File: src/sat_pkg.sv
package sat_pkg;

	// ********************************************************************
	// register offsets on the special-function register port
	// ********************************************************************
	localparam logic [7:0] SAT_OFS_CLOCK_CONTROL = 8'h8e; // clock_control_register
	localparam logic [7:0] SAT_OFS_CONTROL = 8'hc8; // timer_control_status
	localparam logic [7:0] SAT_OFS_RELOAD_LOW = 8'hca; // reload_low_byte
	localparam logic [7:0] SAT_OFS_RELOAD_HIGH = 8'hcb; // reload_high_byte
	localparam logic [7:0] SAT_OFS_COUNT_LOW = 8'hcc; // count_low_byte
	localparam logic [7:0] SAT_OFS_COUNT_HIGH = 8'hcd; // count_high_byte

	// ********************************************************************
	// timer_control_status field positions
	// ********************************************************************
	localparam int SAT_BIT_HIGH_FLAG = 7; // high_overflow_flag
	localparam int SAT_BIT_LOW_FLAG = 6; // low_overflow_flag
	localparam int SAT_BIT_LOW_IRQ_EN = 5; // low_overflow_irq_enable
	localparam int SAT_BIT_CAPTURE_EN = 4; // lfo_capture_enable
	localparam int SAT_BIT_SPLIT = 3; // split_mode_select
	localparam int SAT_BIT_RUN = 2; // run_control
	localparam int SAT_BIT_UNUSED = 1; // reads zero
	localparam int SAT_BIT_EXT_CLK = 0; // external_clock_select

	// ********************************************************************
	// clock_control_register field positions
	// ********************************************************************
	localparam int SAT_BIT_HIGH_SYSTEM_CLOCK = 5; // high_byte_system_clock_select
	localparam int SAT_BIT_LOW_SYSTEM_CLOCK = 4; // low_byte_system_clock_select

	// ********************************************************************
	// reset values and timing counts
	// ********************************************************************
	localparam logic [7:0] SAT_RST_BYTE = 8'h00; // every register resets to zero
	localparam int SAT_SYSTEM_CLOCK_DIV = 12; // system clock prescale
	localparam int SAT_EXT_DIV = 8; // external oscillator prescale
	localparam logic [3:0] SAT_DIV12_LAST = 4'(SAT_SYSTEM_CLOCK_DIV - 1);
	localparam logic [2:0] SAT_EXT_LAST = 3'(SAT_EXT_DIV - 1);

	// ********************************************************************
	// carriers
	// ********************************************************************
	typedef struct packed {
		logic [7:0] addr; // register offset
		logic wr; // write strobe, one cycle
		logic rd; // read strobe, one cycle
		logic [7:0] wdata; // write data
	} sat_sfr_req_t;

	typedef struct packed {
		logic [7:0] ctrl; // timer_control_status, bit 1 held zero
		logic high_system_clock; // high_byte_system_clock_select
		logic low_system_clock; // low_byte_system_clock_select
		logic [7:0] reload_lo; // reload_low_byte
		logic [7:0] reload_hi; // reload_high_byte
		logic [7:0] count_lo; // count_low_byte
		logic [7:0] count_hi; // count_high_byte
		logic [3:0] div12; // system clock prescaler
		logic [2:0] ext_sync; // external oscillator synchroniser and edge stage
		logic [2:0] ext_div; // external oscillator prescaler
		logic [2:0] lfo_sync; // low-frequency oscillator synchroniser and edge stage
		logic [7:0] rdata; // read data register
	} sat_state_t;

endpackage

File: src/sat_timer.sv
`timescale 1ns/1ps
// Contract
// - split select zero: one 16-bit auto-reload timer
// - 16-bit wrap loads reload pair, sets high flag
// - 16-bit overflow interrupts while timer interrupts enabled
// - low-byte wrap interrupts when low enable set
// - split: two 8-bit counters, own reload bytes
// - split: run bit gates high counter only
// - 16-bit: run bit starts and stops timer
// - split byte clock: system_clock, else prescaled source
// - external select: system_clock/12 or external/8
// - external divided tick synchronised to system_clock
// - split: each byte wrap sets its flag
// - split: high wrap interrupts, low too if enabled
// - low flag sets on low wrap, any mode
// - flags cleared only by software writes
// - lfo falling edge captures count into reload while timer interrupts enabled
// - control bit layout as documented
// - control bit 1 reads zero, ignores writes
// - per-byte system_clock selects in clock control
// - 16-bit mode: low select clocks whole timer
module sat_timer (
	// clock and reset
	input wire logic core_clk_in,
	input wire logic reset_in,
	// special-function register port
	input wire sat_pkg::sat_sfr_req_t sfr_req_in,
	output logic [7:0] sfr_rdata_out,
	// interrupt enable from the core and request back
	input wire logic timer_irq_enable_in,
	output logic timer_irq_out,
	// oscillator pins
	input wire logic ext_osc_in,
	input wire logic lfo_in
);

	// ********************************************************************
	// state
	// ********************************************************************
	sat_pkg::sat_state_t state_q; // all registered state
	sat_pkg::sat_state_t state_d; // next state

	// decoded writes
	logic wr_ctrl; // write to timer_control_status
	logic wr_clock_control_register; // write to clock_control_register
	logic wr_rl_lo; // write to reload_low_byte
	logic wr_rl_hi; // write to reload_high_byte
	logic wr_cnt_lo; // write to count_low_byte
	logic wr_cnt_hi; // write to count_high_byte

	// control fields
	logic split; // split_mode_select
	logic run; // run_control
	logic ext_sel; // external_clock_select
	logic cap_en; // lfo_capture_enable
	logic low_irq_en; // low_overflow_irq_enable

	// ticks
	logic div12_tick; // system clock divided by 12
	logic ext_tick; // external clock divided by 8, synchronised
	logic src_tick; // source picked by the external select
	logic tick_lo; // low byte (or whole timer) clock
	logic tick_hi; // high byte clock in split mode

	// counting events
	logic step_lo; // low byte advances
	logic step_hi; // high byte advances
	logic wrap_lo; // low byte steps from 0xff, to 0x00 or to its reload
	logic wrap_hi; // high byte (or 16-bit) wraps
	logic lfo_fall; // falling edge of the synchronised lfo
	logic capture; // capture event

	// ********************************************************************
	// decode and field aliases
	// ********************************************************************
	assign wr_ctrl = sfr_req_in.wr && (sfr_req_in.addr == sat_pkg::SAT_OFS_CONTROL);
	assign wr_clock_control_register = sfr_req_in.wr && (sfr_req_in.addr == sat_pkg::SAT_OFS_CLOCK_CONTROL);
	assign wr_rl_lo = sfr_req_in.wr && (sfr_req_in.addr == sat_pkg::SAT_OFS_RELOAD_LOW);
	assign wr_rl_hi = sfr_req_in.wr && (sfr_req_in.addr == sat_pkg::SAT_OFS_RELOAD_HIGH);
	assign wr_cnt_lo = sfr_req_in.wr && (sfr_req_in.addr == sat_pkg::SAT_OFS_COUNT_LOW);
	assign wr_cnt_hi = sfr_req_in.wr && (sfr_req_in.addr == sat_pkg::SAT_OFS_COUNT_HIGH);

	assign split = state_q.ctrl[sat_pkg::SAT_BIT_SPLIT];
	assign run = state_q.ctrl[sat_pkg::SAT_BIT_RUN];
	assign ext_sel = state_q.ctrl[sat_pkg::SAT_BIT_EXT_CLK];
	assign cap_en = state_q.ctrl[sat_pkg::SAT_BIT_CAPTURE_EN];
	assign low_irq_en = state_q.ctrl[sat_pkg::SAT_BIT_LOW_IRQ_EN];

	// ********************************************************************
	// tick generation
	// ********************************************************************
	// prescaler pulse once every twelve system clocks
	assign div12_tick = (state_q.div12 == sat_pkg::SAT_DIV12_LAST);
	// eighth rising edge seen after the two-flop synchroniser
	assign ext_tick = state_q.ext_sync[1] && !state_q.ext_sync[2] &&
		(state_q.ext_div == sat_pkg::SAT_EXT_LAST);
	// external select picks the prescaled source for both bytes
	assign src_tick = ext_sel ? ext_tick : div12_tick;
	// low select clocks the low byte, or the whole timer in 16-bit mode
	assign tick_lo = state_q.low_system_clock ? 1'b1 : src_tick;
	assign tick_hi = state_q.high_system_clock ? 1'b1 : src_tick;

	// ********************************************************************
	// counting events
	// ********************************************************************
	// split: low always runs, high gated by run; 16-bit: run gates all
	assign step_lo = split ? tick_lo : (run && tick_lo);
	assign step_hi = split ? (run && tick_hi) : (run && tick_lo && wrap_lo);
	assign wrap_lo = step_lo && (state_q.count_lo == 8'hff);
	assign wrap_hi = step_hi && (state_q.count_hi == 8'hff);
	assign lfo_fall = state_q.lfo_sync[2] && !state_q.lfo_sync[1];
	assign capture = lfo_fall && cap_en && timer_irq_enable_in;

	// ********************************************************************
	// next-state logic
	// ********************************************************************
	always_comb begin
		state_d = state_q;
		// synchronisers: first stage is read only by the second
		state_d.ext_sync = {state_q.ext_sync[1:0], ext_osc_in};
		state_d.lfo_sync = {state_q.lfo_sync[1:0], lfo_in};
		// system clock prescaler counts 0..11
		if (div12_tick) begin
			state_d.div12 = 4'h0;
		end else begin
			state_d.div12 = state_q.div12 + 4'h1;
		end
		// external prescaler counts synchronised rising edges
		if (state_q.ext_sync[1] && !state_q.ext_sync[2]) begin
			state_d.ext_div = state_q.ext_div + 3'h1;
		end
		// low byte: step by one, reload or clear to zero on wrap
		if (wrap_lo) begin
			// split reloads its own byte, 16-bit reloads only at full wrap
			if (split || wrap_hi) begin
				state_d.count_lo = state_q.reload_lo;
			end else begin
				state_d.count_lo = 8'h00;
			end
		end else if (step_lo) begin
			state_d.count_lo = state_q.count_lo + 8'h01;
		end
		// high byte: step by one, reload on wrap
		if (wrap_hi) begin
			state_d.count_hi = state_q.reload_hi;
		end else if (step_hi) begin
			state_d.count_hi = state_q.count_hi + 8'h01;
		end
		// software writes to counts win over ticks
		if (wr_cnt_lo) begin
			state_d.count_lo = sfr_req_in.wdata;
		end
		if (wr_cnt_hi) begin
			state_d.count_hi = sfr_req_in.wdata;
		end
		// reload registers: software write, then capture on top
		if (wr_rl_lo) begin
			state_d.reload_lo = sfr_req_in.wdata;
		end
		if (wr_rl_hi) begin
			state_d.reload_hi = sfr_req_in.wdata;
		end
		if (capture) begin
			state_d.reload_lo = state_q.count_lo;
			state_d.reload_hi = state_q.count_hi;
		end
		// clock control: only the two timer selects live here
		if (wr_clock_control_register) begin
			state_d.high_system_clock = sfr_req_in.wdata[sat_pkg::SAT_BIT_HIGH_SYSTEM_CLOCK];
			state_d.low_system_clock = sfr_req_in.wdata[sat_pkg::SAT_BIT_LOW_SYSTEM_CLOCK];
		end
		// control register write; bit 1 always held zero
		if (wr_ctrl) begin
			state_d.ctrl = sfr_req_in.wdata;
			state_d.ctrl[sat_pkg::SAT_BIT_UNUSED] = 1'b0;
		end
		// hardware sets win over a software clear in the same cycle
		if (wrap_hi || capture) begin
			state_d.ctrl[sat_pkg::SAT_BIT_HIGH_FLAG] = 1'b1;
		end
		if (wrap_lo) begin
			state_d.ctrl[sat_pkg::SAT_BIT_LOW_FLAG] = 1'b1;
		end
		// registered read data, one cycle after the strobe
		if (sfr_req_in.rd) begin
			case (sfr_req_in.addr)
				sat_pkg::SAT_OFS_CONTROL: begin
					state_d.rdata = state_q.ctrl;
				end
				sat_pkg::SAT_OFS_CLOCK_CONTROL: begin
					state_d.rdata = 8'h00;
					state_d.rdata[sat_pkg::SAT_BIT_HIGH_SYSTEM_CLOCK] = state_q.high_system_clock;
					state_d.rdata[sat_pkg::SAT_BIT_LOW_SYSTEM_CLOCK] = state_q.low_system_clock;
				end
				sat_pkg::SAT_OFS_RELOAD_LOW: begin
					state_d.rdata = state_q.reload_lo;
				end
				sat_pkg::SAT_OFS_RELOAD_HIGH: begin
					state_d.rdata = state_q.reload_hi;
				end
				sat_pkg::SAT_OFS_COUNT_LOW: begin
					state_d.rdata = state_q.count_lo;
				end
				sat_pkg::SAT_OFS_COUNT_HIGH: begin
					state_d.rdata = state_q.count_hi;
				end
				default: begin
					state_d.rdata = 8'h00; // unmapped offsets read zero
				end
			endcase
		end
	end

	// ********************************************************************
	// state register
	// ********************************************************************
	always_ff @(posedge core_clk_in) begin
		if (reset_in) begin
			state_q <= '0;
			state_q.ctrl <= sat_pkg::SAT_RST_BYTE;
			state_q.reload_lo <= sat_pkg::SAT_RST_BYTE;
			state_q.reload_hi <= sat_pkg::SAT_RST_BYTE;
			state_q.count_lo <= sat_pkg::SAT_RST_BYTE;
			state_q.count_hi <= sat_pkg::SAT_RST_BYTE;
		end else begin
			state_q <= state_d;
		end
	end

	// ********************************************************************
	// outputs
	// ********************************************************************
	assign sfr_rdata_out = state_q.rdata;
	// with the timer enable set, high flag interrupts, low flag only with its enable
	assign timer_irq_out = timer_irq_enable_in &&
		(state_q.ctrl[sat_pkg::SAT_BIT_HIGH_FLAG] ||
		(state_q.ctrl[sat_pkg::SAT_BIT_LOW_FLAG] && low_irq_en));

	logic no_cnt_wr; // no software write to either count byte
	assign no_cnt_wr = !wr_cnt_lo && !wr_cnt_hi;
endmodule

File: config.mk
export PLATFORM = sky130hd
export DESIGN_NAME = sat_timer
export DESIGN_NICKNAME = d
export VERILOG_FILES = /design/src/sat_pkg.sv /design/src/sat_timer.sv
export SDC_FILE = /design/constraint.sdc
export NUM_CORES = 1
export LEC_CHECK = 0
export BUFFER_PORTS_ARGS = -buffer_cell sky130_fd_sc_hd__buf_2
export CAP_MARGIN = 20
export CORE_AREA = 2 2 89 91
export DETAILED_ROUTE_END_ITERATION = 16
export DIE_AREA = 0 0 91 93
export PLACE_DENSITY = 0.72
export SLEW_MARGIN = 20
export SYNTH_ARGS = -nofsm -noshare
export SYNTH_HDL_FRONTEND = slang
export SYNTH_SLANG_ARGS = --single-unit
File: constraint.sdc
create_clock -name core_clk_in -period 1.8 [get_ports core_clk_in]
set_input_delay 0.18 -clock core_clk_in [delete_from_list [all_inputs] [get_ports core_clk_in]]
set_output_delay 0.18 -clock core_clk_in [all_outputs]
set_load 0.1 [all_outputs]
==> reports/metrics.yaml <==
worst_setup_path:
  cp.required_ns: 2.02
  cp-start-kind: "register"
  arrival_ns: 2.05
  r2r_start: "state_q[11]"
  crit_path_start: "state_q[11]"
  endpoint_kind: "register"
  crit_path_max_fanout: 7
  crit_type: "reg2reg"
timing:
  finalCritPeriodShare_pct: 101.2
  maxSlewViolCount: 0
  tightest_slew_ns: 0.4883
  rsz0062_at_grt: "true"
  fin_skew_ns: 0.01761
  fmax_mhz: 549.1
  tns_ns: -0.06349
  post-route-min-period_ns: 1.821
  relSlewSlack_pct: 67.67
  finalWorstSetupSlack_ns: -0.02130
  setup_viol: 4
  hold_violations: 0
synth:
  ys_seq_area_share_pct: 35.86
  synth_seq_cells: 62
  synth_ff_type: "dfxtp_1"
  synth_edf_count: 0
  synth_cells: 398
  synth-compound-area-share_pct: 21.29
  synth_nets: 426
  ys.warnings.count: 0
  synthArstFlopShare_pct: 0
  synthMuxAreaShare_pct: 10.56
  syn_area_um2: 3461
  synthSimpleGateAreaFrac_pct: 22.99
  syn_avg_cell_area_um2: 8.696
  synth_cell_types: 65
  synth_top_family_by_area: "simple AND/OR/NAND/NOR gates"
  synth_fa_ha_area_share_pct: 1.808
  synthXorXnorAreaFrac_pct: 2.025
detailed_routing:
  num_vias: 3417
  drtAntennaViolNets: 0
  drc: 0
  wl_per_cell_um: 17.79
  drt_iter0_markers: 276
  finalWirelength_um: 10090
  first_pass_iters: 5
  viasPerCell: 6.026
layout:
  fin_nets: 488
  num_antenna_cells: 0
  mostFrequentLayoutCell: "dfxtp_1"
  area_growth_pct: 26.10
  drive_above_1_share_pct: 29.25
  final_cell_area_um2: 4364
  nFillCells: 694
  mostFrequentLayoutCells: "58 x dfxtp_1, 50 x buf_4, 48 x nor2_1"
die:
  initial_core_util_pct: 45.98
  die_w_um: 91
  die_area_um2: 8463
  ios: 32
  row_count: 32
  coreArea_um2: 7527
  die_h_um: 93
clock_network:
  cts_max_path_buffers: 2
  cts_tree: "yes"
  clock-root-buffer: "clkbuf_8"
  cts.htree.levels: 3
  clock_latency_ns: 0.35
  clock-sinks: 62
  clk_pin_slew_ns: 0.07
  ctsHoldBuffers: 0
  cts_made_buffers: 9
grt:
  grt_overflow: 0
  grt_max_degree: 34
  grt_first_pass_wirelength_um: 16320
  antenna_found_initial: 0
  track_usage_pct: 24.43
  grt_pass1_vias: 3219
run:
  maxCapViolCount: 0
hold_path:
  min_path_type: "in2reg"
  hp-start: "ext_osc_in"
pwr:
  irDropWorstVdd_uv: 398.1
  leakage_uw: 0.001794
  power_uw: 2961
  powerDensity_nw_per_um2: 678.4
placed_design:
  port-buffer-count: 31
  dpl_worst_slack_ns: -0.05325
  place_congestion: 0.8994
  place_area_um2: 3975
  hpwl_um: 7165
outcome:
  violations: "setup timing"
  status: "finished with violations"
## worst max-delay path: stages, from the launching register on
cell	delay, ns
dfxtp_2	0.34
ha_4	0.16
ha_4	0.14
and4b_1	0.18
o32a_1	0.33
buf_6	0.16
buf_4	0.16
nor3_1	0.17
nor4_1	0.08
## report_power, final
part	total, µW	switching, µW	internal (µW)
sequential	1400	10.9	1390
combinational	213	134	79.4
clock	1350	564	783
total	2960	709	2250
## synth_stat cells (2+ instances only)
library cell | number | share of area (%)
ha_1 | 5 | 1.8
and3_1 | 4 | 0.72
o21ai_1 | 3 | 0.43
a311oi_1 | 9 | 2.3
o22ai_1 | 2 | 0.36
a41oi_1 | 3 | 0.76
nor4_1 | 8 | 1.4
xnor2_1 | 7 | 1.8
nor2b_1 | 12 | 2.2
buf_4 | 9 | 2.0
clkbuf_1 | 9 | 0.98
a21o_1 | 2 | 0.43
buf_1 | 2 | 0.22
nor2_1 | 49 | 5.3
nor3_1 | 11 | 1.6
a211oi_1 | 14 | 3.0
buf_2 | 10 | 1.4
o21ai_0 | 17 | 2.5
nand4_1 | 3 | 0.54
and4_4 | 2 | 0.65
nand2b_1 | 2 | 0.36
and2_1 | 4 | 0.72
a221oi_1 | 3 | 0.76
a21oi_1 | 8 | 1.2
dfxtp_1 | 62 | 36
nor3b_1 | 2 | 0.43
a32oi_1 | 3 | 0.76
mux2i_1 | 32 | 9.3
nand2_1 | 34 | 3.7
clkbuf_2 | 3 | 0.43
nand3_1 | 11 | 1.6
mux2_2 | 3 | 0.98
a22o_1 | 18 | 4.6
## layout make-up
class	count	area, µm²	share of cell area, %
Clock buffer	11	131.4	3.010
Clock inverter	5	83.83	1.921
Timing Repair Buffer	85	584.3	13.39
Inverter	1	3.754	0.08601
Sequential cell	62	1246	28.56
Tap cell	102	127.6	2.924
Multi-Input combinational cell	301	2187	50.11
## layer usage
layer	share of wire (%)	routed length (µm)	vias up	GRT usage (%)
li1	-	-	1600	-
met1	42	4244	1605	31.55
met2	46	4685	175	38.64
met3	8.5	853	37	5.641
met4	3.0	306	0	11.87
met5	0	0	-	0
## flip-flops by register name, indices dropped and copies added, names as in the netlist
signal         cells
ext_sel            1
sfr_rdata_out      8
run                1
state_q           45
low_irq_en         1
cap_en             1
split              1
state_d            4
## path summary, 6_finish.rpt
check	endpoint	slack, ns	cells after the start
hold reg to reg	state_d[16]	0.44	1
setup reg to reg	state_q[34]	-0.02	8
hold / removal	state_d[15]	0.04	2
setup / recovery	state_q[34]	-0.02	8
## through the flow
step	hold WS [ns]	util [%]	std cells
after floorplan	0.2756	-	398
after CTS	0.03029	56.43	566
after global placement	0.3909	52.81	549
after global routing	0.04190	57.98	567
after detailed placement	0.3963	52.81	549
final	0.04337	57.98	567
## logic make-up (layout without fill, tap and decap cells)
group	Yosys count	count (layout)
compound gates	97	97
xor+xnor	8	8
fa+ha+maj	5	5
buf+inv	35	102
flops	62	62
mux	36	36
simple gates	155	155
## repair_timing
action                     4_1_cts  5_1_grt
buffers inserted                 1        1
pin swaps                        2        7
setup endpoints to repair       11       11
gates resized for setup         11       20
(Power assumes the default switching activity.)
